===== src/verilog/chg_sup_cfg.svh =====
// Purpose: Constants for the charger timer and fault supervisor
// Assumes: ref_clk at 125 MHz; APB with 32-bit data
// Notes: Offsets are byte addresses of aligned words
//
// Summary of operation
// - Slow safety timers in proportion to charge-current reduction.
// - Suppress termination detection while any current-reducing loop is active.
// - Flag pre-charge timeout if battery stays below low threshold too long.
// - Flag fast-charge timeout if termination current not reached in time.
// - Report each timeout as a status bit set to one.
// - Out-of-range pack temperature stops charging and freezes timers.
// - Safe temperature resumes charging from held timer counts.
// - Disable temperature sensing only if termination off and sense high.
// - Thermistor-type bit selects curve; default 10k curve 2, zero 100k.
// - Safety timers off when timer enable clear or termination disabled.
// - Pre-charge to fast charge at threshold, then constant voltage.
// - Raise termination-current done flag when current falls to termination.
`ifndef CHG_SUP_CFG_SVH
`define CHG_SUP_CFG_SVH

// -------------------------------------------------------------
// Register offsets
// -------------------------------------------------------------
`define STATUS_OFS 12'h000
`define CONFIG_OFS 12'h004
`define IRQ_STAT_OFS 12'h008
`define IRQ_MASK_OFS 12'h00C

// -------------------------------------------------------------
// Field positions
// -------------------------------------------------------------
`define ST_FAST_TO 0
`define ST_PRE_TO 1
`define ST_TERM 2
`define ST_ACTIVE 3
`define ST_TEMP_BAD 4
`define ST_REDUCED 5
`define CF_CHG_EN 0
`define CF_TERM_OFF 1
`define CF_TMR_EN 2
`define CF_SENSOR 3
`define IRQ_FAST 0
`define IRQ_PRE 1
`define IRQ_DONE 2

// -------------------------------------------------------------
// Reset values and timing
// -------------------------------------------------------------
`define CONFIG_RST 4'hD
`define CLK_MHZ 125
`define TICK_US 1000
`define TICK_CYC (`TICK_US * `CLK_MHZ)
`define PRE_LIMIT_MS 1800000
`define FAST_LIMIT_MS 18000000

`endif


===== src/verilog/chg_sup_pkg.sv =====
// Purpose: Types for the charger timer and fault supervisor
// Assumes: Nothing beyond the configuration header
// Notes: Phase codes are fixed binary values
`default_nettype none
package chg_sup_pkg;
    typedef enum logic [2:0] {
        PH_IDLE = 3'b000,
        PH_PRE = 3'b001,
        PH_FAST = 3'b010,
        PH_CV = 3'b011,
        PH_DONE = 3'b100,
        PH_FAULT = 3'b101
    } phase_t;
endpackage
`default_nettype wire


===== src/verilog/chg_sup.sv =====
// Purpose: Charger phase control, safety timers and fault reporting
// Assumes: Analogue comparator levels arrive asynchronously
// Notes: Timers count in millisecond ticks scaled by current ratio
//
// The APB register port and the address map were decided locally.
`timescale 1ns/10ps
`default_nettype none
`include "chg_sup_cfg.svh"
module chg_sup
    import chg_sup_pkg::*;
#(
    parameter int unsigned TICK_CYC = `TICK_CYC,
    parameter logic [31:0] PRE_LIMIT = 32'(`PRE_LIMIT_MS),
    parameter logic [31:0] FAST_LIMIT = 32'(`FAST_LIMIT_MS)
) (
    input wire logic ref_clk, // Clock
    input wire logic reset, // Sync reset, active high
    input wire logic clk_en, // Clock enable
    input wire logic [11:0] paddr, // APB address
    input wire logic psel, // APB select
    input wire logic penable, // APB enable
    input wire logic pwrite, // APB direction
    input wire logic [31:0] pwdata, // APB write data
    output logic [31:0] prdata, // APB read data
    output logic pready, // APB ready
    output logic pslverr, // APB error
    input wire logic load_priority_loop, // Load loop reducing current
    input wire logic low_vin_loop, // Low input voltage loop
    input wire logic thermal_loop, // Junction thermal regulation
    input wire logic [8:0] current_ratio, // Actual over set current, /256
    input wire logic bat_above_lowv, // Above low battery threshold
    input wire logic bat_at_reg, // At regulation voltage
    input wire logic current_at_term, // Current at termination level
    input wire logic temp_ok, // Thermistor within safe window
    input wire logic sense_above_dis, // Sense above disable threshold
    input wire logic new_cycle, // Restart charging request
    output logic charge_on, // Charge path enabled
    output logic cv_mode, // Constant-voltage regulation
    output logic precharge_mode, // Pre-charge current select
    output logic sensor_type, // Thermistor curve select
    output logic sense_enable, // Temperature sensing enabled
    output logic irq // Level interrupt
);
    // ------------------------------------------------------------
    // Input synchronisers
    // ------------------------------------------------------------
    localparam int NS = 8;
    logic [NS-1:0] async_in;
    logic [NS-1:0] sync1_q;
    logic [NS-1:0] sync2_q;
    logic [8:0] ratio_q;
    logic [8:0] ratio_s_q;

    assign async_in = {new_cycle, sense_above_dis, temp_ok, current_at_term,
                       bat_at_reg, bat_above_lowv, low_vin_loop,
                       load_priority_loop | thermal_loop};

    // Two-stage sync per input bit
    genvar gi;
    generate
        for (gi = 0; gi < NS; gi++) begin : g_sync
            always_ff @(posedge ref_clk) begin
                if (reset) begin
                    sync1_q[gi] <= 1'b0;
                    sync2_q[gi] <= 1'b0;
                end else if (clk_en) begin
                    sync1_q[gi] <= async_in[gi];
                    sync2_q[gi] <= sync1_q[gi];
                end
            end
        end
    endgenerate

    // Ratio sampled through two stages as well
    always_ff @(posedge ref_clk) begin
        if (reset) begin
            ratio_q <= 9'h100;
            ratio_s_q <= 9'h100;
        end else if (clk_en) begin
            ratio_q <= current_ratio;
            ratio_s_q <= ratio_q;
        end
    end

    logic reduced;
    logic above_lowv;
    logic at_reg;
    logic at_term;
    logic temp_good;
    logic sense_hi;
    logic restart;
    logic restart_q;
    assign reduced = sync2_q[0] | sync2_q[1];
    assign above_lowv = sync2_q[2];
    assign at_reg = sync2_q[3];
    assign at_term = sync2_q[4];
    assign temp_good = sync2_q[5];
    assign sense_hi = sync2_q[6];

    // Rising edge of restart request
    always_ff @(posedge ref_clk) begin
        if (reset) begin
            restart_q <= 1'b0;
        end else if (clk_en) begin
            restart_q <= sync2_q[7];
        end
    end
    assign restart = sync2_q[7] & ~restart_q;

    // ------------------------------------------------------------
    // Configuration and APB slave
    // ------------------------------------------------------------
    logic [3:0] config_q;
    logic [2:0] irq_stat_q;
    logic [2:0] irq_mask_q;
    logic fast_to_q;
    logic pre_to_q;
    logic term_q;
    logic temp_bad_q;
    phase_t phase_q;
    logic wr_en;
    logic rd_en;
    logic addr_ok;
    logic [31:0] rdata;

    assign addr_ok = (paddr == `STATUS_OFS) || (paddr == `CONFIG_OFS) ||
                     (paddr == `IRQ_STAT_OFS) || (paddr == `IRQ_MASK_OFS);
    assign wr_en = psel & penable & pwrite & clk_en;
    assign rd_en = psel & penable & ~pwrite & clk_en;

    // Read mux
    always_comb begin
        rdata = 32'h0;
        case (paddr)
            `STATUS_OFS: begin
                rdata[`ST_FAST_TO] = fast_to_q;
                rdata[`ST_PRE_TO] = pre_to_q;
                rdata[`ST_TERM] = term_q;
                rdata[`ST_ACTIVE] = charge_on;
                rdata[`ST_TEMP_BAD] = temp_bad_q;
                rdata[`ST_REDUCED] = reduced;
            end
            `CONFIG_OFS: rdata[3:0] = config_q;
            `IRQ_STAT_OFS: rdata[2:0] = irq_stat_q;
            `IRQ_MASK_OFS: rdata[2:0] = irq_mask_q;
            default: rdata = 32'h0;
        endcase
    end

    // Zero-wait answer, error on unmapped address
    always_ff @(posedge ref_clk) begin
        if (reset) begin
            prdata <= 32'h0;
            pready <= 1'b0;
            pslverr <= 1'b0;
        end else if (clk_en) begin
            pready <= psel & ~penable;
            pslverr <= psel & ~penable & ~addr_ok;
            if (rd_en) begin
                prdata <= 32'h0;
            end
            if (psel & ~penable & ~pwrite) begin
                prdata <= rdata;
            end
        end
    end

    // Configuration register
    // sensor select default
    always_ff @(posedge ref_clk) begin
        if (reset) begin
            config_q <= `CONFIG_RST;
            irq_mask_q <= 3'h0;
        end else if (wr_en & pready) begin
            if (paddr == `CONFIG_OFS) begin
                config_q <= pwdata[3:0];
            end
            if (paddr == `IRQ_MASK_OFS) begin
                irq_mask_q <= pwdata[2:0];
            end
        end
    end

    // ------------------------------------------------------------
    // Safety timers
    // ------------------------------------------------------------
    logic tmr_on;
    logic tick;
    logic [31:0] pre_cnt_q;
    logic [31:0] fast_cnt_q;
    logic sense_on;

    assign sense_on = ~(config_q[`CF_TERM_OFF] & sense_hi);
    assign tmr_on = config_q[`CF_TMR_EN] & ~config_q[`CF_TERM_OFF];

    rate_tick #(
        .BASE_CYC(TICK_CYC)
    ) u_tick (
        .ref_clk(ref_clk),
        .reset(reset),
        .clk_en(clk_en),
        .run(tmr_on & ~temp_bad_q & ((phase_q == PH_PRE) | (phase_q == PH_FAST) |
             (phase_q == PH_CV))),
        .ratio(reduced ? ratio_s_q : 9'h100),
        .tick(tick)
    );

    // ------------------------------------------------------------
    // Charge phase machine
    // ------------------------------------------------------------
    logic pre_exp;
    logic fast_exp;
    assign pre_exp = tmr_on & (pre_cnt_q >= PRE_LIMIT);
    assign fast_exp = tmr_on & (fast_cnt_q >= FAST_LIMIT);

    // Temperature fault tracking
    // pause and resume
    always_ff @(posedge ref_clk) begin
        if (reset) begin
            temp_bad_q <= 1'b0;
        end else if (clk_en) begin
            temp_bad_q <= sense_on & ~temp_good;
        end
    end

    // Phase transitions and timer counts
    always_ff @(posedge ref_clk) begin
        if (reset) begin
            phase_q <= PH_IDLE;
            pre_cnt_q <= 32'h0;
            fast_cnt_q <= 32'h0;
        end else if (clk_en) begin
            case (phase_q)
                PH_IDLE: begin
                    pre_cnt_q <= 32'h0;
                    fast_cnt_q <= 32'h0;
                    if (config_q[`CF_CHG_EN]) begin
                        phase_q <= PH_PRE;
                    end
                end
                PH_PRE: begin
                    if (pre_exp) begin
                        phase_q <= PH_FAULT;
                    end else if (above_lowv) begin
                        phase_q <= PH_FAST;
                        fast_cnt_q <= 32'h0;
                    end else if (tick) begin
                        pre_cnt_q <= pre_cnt_q + 32'h1;
                    end
                end
                PH_FAST, PH_CV: begin
                    if (fast_exp) begin
                        phase_q <= PH_FAULT;
                    end else if (phase_q == PH_CV && at_term && !reduced &&
                                 !config_q[`CF_TERM_OFF] && !temp_bad_q) begin
                        phase_q <= PH_DONE;
                    end else begin
                        if (at_reg) begin
                            phase_q <= PH_CV;
                        end
                        if (tick) begin
                            fast_cnt_q <= fast_cnt_q + 32'h1;
                        end
                    end
                end
                PH_DONE, PH_FAULT: begin
                    if (restart) begin
                        phase_q <= PH_IDLE;
                    end
                end
                default: phase_q <= PH_IDLE;
            endcase
            if (!config_q[`CF_CHG_EN] && phase_q != PH_FAULT) begin
                phase_q <= PH_IDLE;
            end
        end
    end

    // Status flags, cleared by new cycle
    // timeout status bits
    always_ff @(posedge ref_clk) begin
        if (reset) begin
            fast_to_q <= 1'b0;
            pre_to_q <= 1'b0;
            term_q <= 1'b0;
        end else if (clk_en) begin
            if (phase_q == PH_FAST || phase_q == PH_CV) begin
                fast_to_q <= fast_to_q | fast_exp;
            end else if (restart) begin
                fast_to_q <= 1'b0;
            end
            if (phase_q == PH_PRE) begin
                pre_to_q <= pre_to_q | pre_exp;
            end else if (restart) begin
                pre_to_q <= 1'b0;
            end
            if (phase_q == PH_DONE) begin
                term_q <= 1'b1;
            end else if (phase_q != PH_IDLE) begin
                term_q <= 1'b0;
            end
        end
    end

    // Sticky interrupt status, set wins over clear
    always_ff @(posedge ref_clk) begin
        if (reset) begin
            irq_stat_q <= 3'h0;
        end else if (clk_en) begin
            irq_stat_q <= (irq_stat_q &
                ~((wr_en & pready & (paddr == `IRQ_STAT_OFS)) ? pwdata[2:0] : 3'h0)) |
                {term_q == 1'b0 && phase_q == PH_DONE,
                 phase_q == PH_PRE && pre_exp,
                 (phase_q == PH_FAST || phase_q == PH_CV) && fast_exp};
        end
    end

    // Registered outputs
    always_ff @(posedge ref_clk) begin
        if (reset) begin
            charge_on <= 1'b0;
            cv_mode <= 1'b0;
            precharge_mode <= 1'b0;
            sensor_type <= 1'b1;
            sense_enable <= 1'b1;
            irq <= 1'b0;
        end else if (clk_en) begin
            charge_on <= ((phase_q == PH_PRE) | (phase_q == PH_FAST) |
                          (phase_q == PH_CV)) & ~temp_bad_q;
            cv_mode <= phase_q == PH_CV;
            precharge_mode <= phase_q == PH_PRE;
            sensor_type <= config_q[`CF_SENSOR];
            sense_enable <= sense_on;
            irq <= |(irq_stat_q & irq_mask_q);
        end
    end

    // ------------------------------------------------------------
    // Assertions
    // ------------------------------------------------------------
    pause_stops_a: assert property (@(posedge ref_clk) disable iff (reset)
        clk_en && temp_bad_q |=> !charge_on)
        else $error("charging not stopped on bad temperature");
    hold_counts_a: assert property (@(posedge ref_clk) disable iff (reset)
        clk_en && temp_bad_q && $past(temp_bad_q) && phase_q != PH_IDLE |=> $stable(fast_cnt_q))
        else $error("timer moved while paused");
    timer_off_a: assert property (@(posedge ref_clk) disable iff (reset)
        clk_en && config_q[`CF_TERM_OFF] |-> (!pre_exp && !fast_exp) ##1 !tick)
        else $error("timer active with termination off");
    no_term_a: assert property (@(posedge ref_clk) disable iff (reset)
        clk_en && reduced && phase_q == PH_CV |=> phase_q != PH_DONE)
        else $error("termination while current reduced");
    pre_flag_a: assert property (@(posedge ref_clk) disable iff (reset)
        clk_en && phase_q == PH_PRE && pre_exp |=> pre_to_q && phase_q == PH_FAULT)
        else $error("pre-charge timeout not flagged");
    fast_flag_a: assert property (@(posedge ref_clk) disable iff (reset)
        clk_en && phase_q == PH_FAST && fast_exp |=> fast_to_q)
        else $error("fast-charge timeout not flagged");
    fault_hold_a: assert property (@(posedge ref_clk) disable iff (reset)
        clk_en && phase_q == PH_FAULT && !restart |=> phase_q == PH_FAULT)
        else $error("fault left without restart");
    sense_off_a: assert property (@(posedge ref_clk) disable iff (reset)
        clk_en && config_q[`CF_TERM_OFF] && sense_hi |=> !sense_enable)
        else $error("sensing not disabled");
endmodule
`default_nettype wire


===== src/verilog/rate_tick.sv =====
// Purpose: Timer tick generator slowed by current reduction
// Assumes: Current ratio given as a fraction of 256
// Notes: Accumulates ratio each cycle while run is high; tick per full base period
`timescale 1ns/10ps
`default_nettype none
`include "chg_sup_cfg.svh"
module rate_tick #(
    parameter int unsigned BASE_CYC = `TICK_CYC
) (
    input wire logic ref_clk, // Clock
    input wire logic reset, // Sync reset
    input wire logic clk_en, // Clock enable
    input wire logic run, // Count while high
    input wire logic [8:0] ratio, // Current ratio over 256
    output logic tick // One-cycle tick
);
    localparam logic [39:0] LIMIT = 40'(BASE_CYC) * 40'd256;
    logic [39:0] acc_q;

    always_ff @(posedge ref_clk) begin
        if (reset) begin
            acc_q <= 40'h0;
            tick <= 1'b0;
        end else if (clk_en) begin
            tick <= 1'b0;
            if (run) begin
                if (acc_q + 40'(ratio) >= LIMIT) begin
                    acc_q <= acc_q + 40'(ratio) - LIMIT;
                    tick <= 1'b1;
                end else begin
                    acc_q <= acc_q + 40'(ratio);
                end
            end
        end
    end
endmodule
`default_nettype wire

===== config.mk =====
export PLATFORM = sky130hd
export DESIGN_NAME = chg_sup
export DESIGN_NICKNAME = d
export VERILOG_FILES = /design/src/verilog/chg_sup_pkg.sv /design/src/verilog/chg_sup.sv /design/src/verilog/rate_tick.sv
export VERILOG_INCLUDE_DIRS = /design/src /design/src/verilog
export SDC_FILE = /design/constraint.sdc
export NUM_CORES = 1
export LEC_CHECK = 0
export ABC_AREA = 1
export BUFFER_PORTS_ARGS = -buffer_cell sky130_fd_sc_hd__buf_2
export CAP_MARGIN = 0
export CORE_ASPECT_RATIO = 1.4
export CORE_MARGIN = 2
export CORE_UTILIZATION = 40
export CTS_BUF_LIST = sky130_fd_sc_hd__clkbuf_2
export CTS_CLUSTER_SIZE = 28
export DETAILED_ROUTE_END_ITERATION = 8
export HOLD_SLACK_MARGIN = 0.12
export SYNTH_ARGS = -nofsm -noshare
export SYNTH_HDL_FRONTEND = slang
export SYNTH_SLANG_ARGS = --single-unit

===== constraint.sdc =====
create_clock -name ref_clk -period 9.2 [get_ports ref_clk]
set_clock_uncertainty 0.2 [all_clocks]
set_input_delay 0 -clock ref_clk [delete_from_list [all_inputs] [get_ports ref_clk]]
set_output_delay 0 -clock ref_clk [all_outputs]
set_load 0.1 [all_outputs]

==> results of run 1 <==
==> worst min-delay path: cells and delay by family (launching register included) <==
family	cells	cell delay, ps
DFF	1	380
and+or+nand+nor	2	140
==> power by group <==
group	leakage (µW)	internal (µW)	switching (µW)
sequential	0.00139	791	52.6
clock	0.000141	126	296
combinational	0.00428	229	561
total	0.00581	1150	909
==> what timing repair did <==
| action | 4_1_cts | 5_1_grt |
|---|---|---|
| setup endpoints to repair | 0 | 0 |
| hold buffers | 131 | 0 |
| endpoints found under the hold margin | 163 | 0 |
==> kinds of logic (layout without fill, tap and decap cells) <==
group | count (synthesis) | count (layout)
flops | 171 | 171
fa+ha+maj | 15 | 15
xor+xnor | 61 | 61
simple gates | 1199 | 1199
compound gates | 256 | 256
other cells | 1 | 28
buf+inv | 299 | 432
==> layout by cell type, fill, tap and decap left out, types with 48 or more instances in the layout <==
cell type	n
buf_2	53
nor3_1	48
o21ai_0	101
nand2_1	581
inv_1	197
nand3_1	152
dlygate4sd3_1	131
dfxtp_1	171
nor2_1	289
a21oi_1	138
==> final cells by class <==
cell class / count / area [µm²] / share of cell area (%)
multi-input cells: 1557 / 7310 / 52.7
flip-flops and latches: 171 / 3420 / 24.7
repair buffers: 191 / 1630 / 11.8
inverters: 209 / 785 / 5.66
well taps: 380 / 475 / 3.43
clock inverters: 15 / 149 / 1.07
clock buffers: 17 / 85.1 / 0.614
diodes: 2 / 5.00 / 0.0361
==> layer usage <==
metal  vias up  global-route usage (%)  part of all wire, %
met4         0                    15.1                  5.9
met5         -                       0                    0
met2       366                    47.7                   52
li1       6669                       -                    -
met3       127                    3.05                  3.3
met1      6004                    28.1                   39
==> final timing paths <==
path | startpoint | depth (start not counted) | slack (ps) | endpoint
max reg2reg | sync2_q[1] | 23 | 4280 | u_tick.acc_q[21]
min reg2reg | ratio_q[8] | 2 | 270 | ratio_s_q[8]
max | sync2_q[1] | 23 | 4280 | u_tick.acc_q[21]
min | ratio_q[8] | 2 | 270 | ratio_s_q[8]
==> per-stage QoR <==
step           hold WS (ps)  std cells
3_5_place_dp           21.9       2377
6_report                274       2542
5_1_grt                 227       2542
4_1_cts                 142       2540
3_3_place_gp           18.1       2377
2_1_floorplan         -75.4       2027
==> flow_metrics.py, run 1 <==
metrics = {
    "status": {
        "status": "completed",
    },
    "synthesis": {
        "synth_fa_ha_area_share_pct": 1.64,
        "synth_compound_area_share_pct": 11.1,
        "yosysSeqAreaShare_pct": 28.8,
        "synth.top_cell.area_share_pct": 28.8,
        "synth.area.top_cells": "dfxtp_1, nand2_1, nor2_1, nand3_1, inv_1",
        "ys.flop_type": "dfxtp_1",
        "synthCells": 2002,
        "synth_area_per_cell_um2": 5.94,
        "synth_xor_area_share_pct": 4.50,
        "netlist_area_um2": 11900,
        "muxShareOfSynthArea_pct": 0,
        "synthArstFlopShare_pct": 0,
        "yosysMostFrequentCell": "nand2_1",
        "synth.distinct_cells": 38,
        "synth_top_cell_by_area": "dfxtp_1",
        "synth_top_family_by_area": "simple AND/OR/NAND/NOR gates",
        "synthSimpleGateAreaFrac_pct": 43.4,
        "ys_ff_latch": 171,
        "synth_edf_count": 0,
        "netlist_top_cells_count": "nand2_1, nor2_1, inv_1",
        "ys_warn_count": 0,
    },
    "timing": {
        "hold_viol_final": 0,
        "setup_ws_ps": 4280,
        "worst_pin_slew_ps": 1030,
        "setup_viol": 0,
        "rsz0062_at_grt": "false",
        "period_needed_ps": 4920,
        "slew_headroom_pct": 31.5,
        "fmax_mhz": 203,
        "fin_setup_tns_ps": 0,
        "finalCritPeriodShare_pct": 53.4,
        "slew_viol_final": 0,
    },
    "power_and_ir_drop": {
        "p_leak_uw": 0.00581,
        "power_uw": 2050,
        "power.density_nw_per_um2": 148,
        "peakVddDrop_uv": 65.9,
    },
    "finish": {
        "top_regs": "u_tick.acc_q x40, fast_cnt_q x32, pre_cnt_q x32",
        "largest_reg_flops": 40,
        "areaGrowthSynthToFinish_pct": 16.7,
        "largest-register": "u_tick.acc_q",
        "fin_nets": 2230,
        "num-fill-cells": 3127,
        "drive_above_1_share_pct": 7.13,
        "utilization_pct": 47.4,
        "design_area_um2": 13900,
    },
    "worst_setup_path": {
        "slowest_stage": "nor2_1",
        "path_buf_inv": 5,
        "arrival_ps": 5480,
        "required_ps": 9770,
        "end_kind": "register",
        "critical_path.max_fanout": 29,
        "crit_chain": "nor2_1 > inv_1 > nand2_1 > inv_1 > ha_1 > nand3_1 > nand3_1 > nand3_1 > nand3_2 > nand2_1 > nand2_1 > nand2_1 > nand2_1 > nor2_2 > inv_2 > nor2_1 > inv_1 > nor2_4 > nand2_2 > nand2_1 > nand3_1 > nand2_1 > inv_1",
        "cpMostUsedCell": "nand2_1",
        "critPathTopFamily": "simple AND/OR/NAND/NOR gates",
        "cpPeakStageDelay_ps": 620,
        "start_kind": "register",
        "critical_path_class": "register to register",
    },
    "global_route": {
        "antenna_found_initial": 2,
        "grt_usage_pct": 25.9,
        "globalRouteOverflowTotal": 0,
        "grt_max_degree": 80,
        "grt_pass1_wl_mm": 64.0,
        "grt_pass1_vias": 12500,
    },
    "placement": {
        "dp.final_hpwl_mm": 28.5,
        "pre_cts_ws_ps": 4270,
        "gp_congestion": 0.964,
        "io_buffers": 53,
        "placed_cell_area_um2": 12300,
    },
    "floorplan": {
        "die_area_um2": 31100,
        "die_h_um": 208,
        "placementRows": 74,
        "dieWidth_um": 150,
        "coreArea_um2": 29300,
        "start_util_pct": 40.6,
        "ioPinCount": 108,
    },
    "clocking": {
        "clk_pin_slew_ps": 300,
        "worstSkewPairLatency_ps": 860,
        "clockBufferDepth": 2,
        "cts_resized": 0,
        "clock-sinks": 171,
        "h-tree-depth": 4,
        "cts_buffers": 17,
        "tritoncts": "yes",
        "clockRootBuffer": "clkbuf_2",
        "postCtsSetupBuffers": 0,
    },
    "detailed_routing": {
        "routed_wl_mm": 40.3,
        "drt_iter0_markers": 775,
        "drc": 0,
        "dr.pass1.iters": 5,
        "via_count": 13200,
        "ant_nets": 0,
        "wl_per_cell_um": 15.8,
        "via_per_inst": 5.18,
    },
    "flow_run": {
        "cap_violations": 0,
    },
    "hold_path": {
        "min_path_type": "register to register",
    },
}
Power figures use the tool's default switching activity.
==> inputs of run 2 (changes only) <==
--- a/config.mk
+++ b/config.mk
@@ -6,7 +6,7 @@
 export SDC_FILE = /design/constraint.sdc
 export NUM_CORES = 1
 export LEC_CHECK = 0
-export ABC_AREA = 1
+export ABC_AREA = 0
 export BUFFER_PORTS_ARGS = -buffer_cell sky130_fd_sc_hd__buf_2
 export CAP_MARGIN = 0
 export CORE_ASPECT_RATIO = 1.4
==> constraint.sdc (replaced) <==
create_clock -name ref_clk -period 4.39 [get_ports ref_clk]
set_clock_uncertainty 0.2 [all_clocks]
set_input_delay 0 -clock ref_clk [delete_from_list [all_inputs] [get_ports ref_clk]]
set_output_delay 0 -clock ref_clk [all_outputs]
set_load 0.1 [all_outputs]
==> run 2 against run 1 <==
- area after synthesis down 14%
- utilization grew 4.2 points
- register-to-register slack worse by 4300 ps
- sequential share of layout area rose by 1.7 points
- global-route usage decreased by 3.2 points
- critical endpoint is now u_tick.acc_q[37]
- largest power group unchanged
==> flow_metrics.py, run 2 <==
metrics = {
    "hold_path": {
        "worstHoldPathCells": 6,
        "min_path_type": "input pin to register",
        "hold_path_end": "prdata[3]",
        "hold_start": "paddr[2]",
    },
    "worst_setup_path": {
        "r2r_slack_ps": 8,
        "reg2reg_depth": 17,
        "startpoint": "sync2_q[0]",
        "end_kind": "register",
        "critical_path_class": "register to register",
        "critical_path.max_fanout": 5,
        "r2r_end": "u_tick.acc_q[37]",
        "r2r-start": "sync2_q[0]",
        "arrival_ps": 4900,
        "required_ps": 4910,
        "start_kind": "register",
    },
    "power_and_ir_drop": {
        "intPower_uw": 2480,
        "peakVddDrop_uv": 196,
        "comb_power_share_pct": 31.4,
        "swShare_pct": 35.8,
        "clockPowerShare_pct": 25.3,
        "p_leak_uw": 0.00499,
        "power.share.sequential_pct": 43.3,
        "power.density_nw_per_um2": 296,
        "p_switching_uw": 1380,
    },
    "synthesis": {
        "synthSimpleGateAreaFrac_pct": 30.3,
        "ys_ff_latch": 171,
        "synth.area.top_cells": "dfxtp_1, nor2_1, xor2_1, mux2i_1, nand4_1",
        "synth_area_per_cell_um2": 7.97,
        "muxShareOfSynthArea_pct": 6.55,
        "synth_xor_area_share_pct": 6.90,
        "ys.flop_type": "dfxtp_1",
        "netlist_area_um2": 10200,
        "synth.distinct_cells": 83,
        "synthCells": 1275,
        "netlist_top_cells_count": "nor2_1, dfxtp_1, nand2_1",
        "synth.top_cell.area_share_pct": 33.7,
        "synth_top_cell_by_area": "dfxtp_1",
        "synth_compound_area_share_pct": 14.5,
        "synth_top_family_by_area": "simple AND/OR/NAND/NOR gates",
        "ys_warn_count": 0,
        "yosysSeqAreaShare_pct": 33.7,
        "synthArstFlopShare_pct": 0,
        "synth_edf_count": 0,
        "synth_fa_ha_area_share_pct": 1.92,
        "yosysMostFrequentCell": "nor2_1",
    },
    "timing": {
        "period_needed_ps": 4380,
        "slew_viol_final": 0,
        "fmax_mhz": 228,
        "finalCritPeriodShare_pct": 99.8,
        "worst_pin_slew_ps": 1130,
        "rsz0062_at_grt": "true",
        "fin_setup_tns_ps": 0,
        "hold_viol_final": 0,
        "slew_headroom_pct": 24.5,
        "setup_viol": 0,
        "setup_ws_ps": 7.63,
    },
    "detailed_routing": {
        "drc": 0,
        "wl_per_cell_um": 16.7,
        "via_count": 10200,
        "routed_wl_mm": 30.6,
        "dr.pass1.iters": 6,
        "drt_iter0_markers": 548,
        "ant_nets": 0,
        "via_per_inst": 5.56,
    },
    "clocking": {
        "clock-sinks": 171,
        "clockRootBuffer": "clkbuf_2",
        "clockBufferDepth": 2,
        "clk_pin_slew_ps": 240,
        "cts_buffers": 17,
        "tritoncts": "yes",
        "h-tree-depth": 4,
        "worstSkewPairLatency_ps": 790,
    },
    "finish": {
        "num-fill-cells": 2431,
        "drive_above_1_share_pct": 18.8,
        "largest_reg_flops": 40,
        "final_common_cell": "nor2_1",
        "largest-register": "u_tick.acc_q",
        "top_regs": "u_tick.acc_q x40, fast_cnt_q x32, pre_cnt_q x32",
        "mostFrequentLayoutCells": "nor2_1, dfxtp_1, dlygate4sd3_1",
        "utilization_pct": 51.6,
        "areaGrowthSynthToFinish_pct": 28.1,
        "fin_nets": 1579,
        "stdcell_count": 1828,
    },
    "floorplan": {
        "coreArea_um2": 25200,
        "dieWidth_um": 139,
        "die_area_um2": 26700,
        "ioPinCount": 108,
        "placementRows": 69,
        "start_util_pct": 40.3,
        "die_h_um": 193,
    },
    "global_route": {
        "globalRouteOverflowTotal": 0,
        "grt_pass1_wl_mm": 49.7,
        "grt_usage_pct": 22.8,
        "grt_max_degree": 58,
        "grt_pass1_vias": 10200,
        "antenna_found_initial": 1,
    },
    "placement": {
        "dp.final_hpwl_mm": 20.5,
        "placed_cells_incl_taps": 1671,
        "io_buffers": 53,
        "gp_congestion": 0.930,
        "pre_cts_ws_ps": -333,
    },
    "status": {
        "status": "completed",
    },
    "flow_run": {
        "cap_violations": 0,
    },
}
## run 2: logic make-up after synthesis
logic type | after synthesis
other | 1
AND/OR/NAND/NOR | 599
flip-flops | 171
buffers and inverters | 133
AO/OA/AOI/OAI | 215
XOR/XNOR | 80
multiplexers | 61
adder cells (fa/ha/maj) | 15
## run 2: per-stage QoR
step / area [µm²] / power [µW] / hold WS, ps
floorplan: 10300 / 2370 / -82.1
global placement: 11200 / 2700 / 9.16
detailed placement: 11200 / 2710 / 15.2
CTS: 12700 / 3800 / 129
global route: 13000 / 4040 / 181
finish: 13000 / 3850 / 207
## run 2: layout make-up
type                       count  area, µm²  share of cell area, %
antenna                        1       2.50                 0.0192
clock buffer                  18       90.1                  0.692
clock inverter                13        189                   1.45
inverter                      31        116                  0.894
multi-input combinational    998       6500                   50.0
sequential                   171       3430                   26.4
tap                          319        399                   3.07
timing repair buffer         277       2280                   17.5
## run 2: power by group through the flow
stage          clock network [µW]  registers, µW  logic, µW
3_5_place_dp                    0           1690       1010
5_1_grt                      1070           1680       1290
6_report                      976           1670       1210
3_3_place_gp                    0           1690       1010
4_1_cts                      1020           1670       1120
2_1_floorplan                   0           1690        678
## run 2: repair_timing
item / CTS / global route
gates cloned: 0 / 2
setup buffers: 2 / 9
endpoints found under the setup margin: 23 / 29
pin swaps: 3 / 33
hold endpoints to repair: 141 / 0
hold buffers: 112 / 0
resized for setup: 11 / 53
## run 2: metal layers
| metal | vias to the layer above | GRT usage, % | part of all wire [%] |
|---|---|---|---|
| li1 | 4941 | - | - |
| met1 | 4805 | 24.3 | 39 |
| met2 | 298 | 42.1 | 51 |
| met3 | 127 | 3.92 | 4.0 |
| met4 | 0 | 13.7 | 6.1 |
| met5 | - | 0 | 0 |
## run 2: critical path, cell delays in order, from the launching register on
cell and delay, ps:
dfxtp_4 430, nor2_4 60, nor2b_1 120, ha_2 190, inv_2 40, fa_2 360, nand2b_4 170, a211oi_4 280
o21ai_2 120, buf_6 140, or2_4 240, a211oi_4 270, buf_4 150, nand4_1 280, a311o_1 490, or4_4 530
a21o_1 170, a21oi_1 100
## run 2: worst max path at each step
stage                  endpoint  slack (ps)  cells after the start
4_1_cts        u_tick.acc_q[39]           1                     16
2_1_floorplan  u_tick.acc_q[39]          30                     20
5_1_grt        u_tick.acc_q[39]        -160                     16
3_5_place_dp   u_tick.acc_q[39]        -330                     17
3_3_place_gp   u_tick.acc_q[39]        -280                     17
6_report       u_tick.acc_q[37]           8                     17
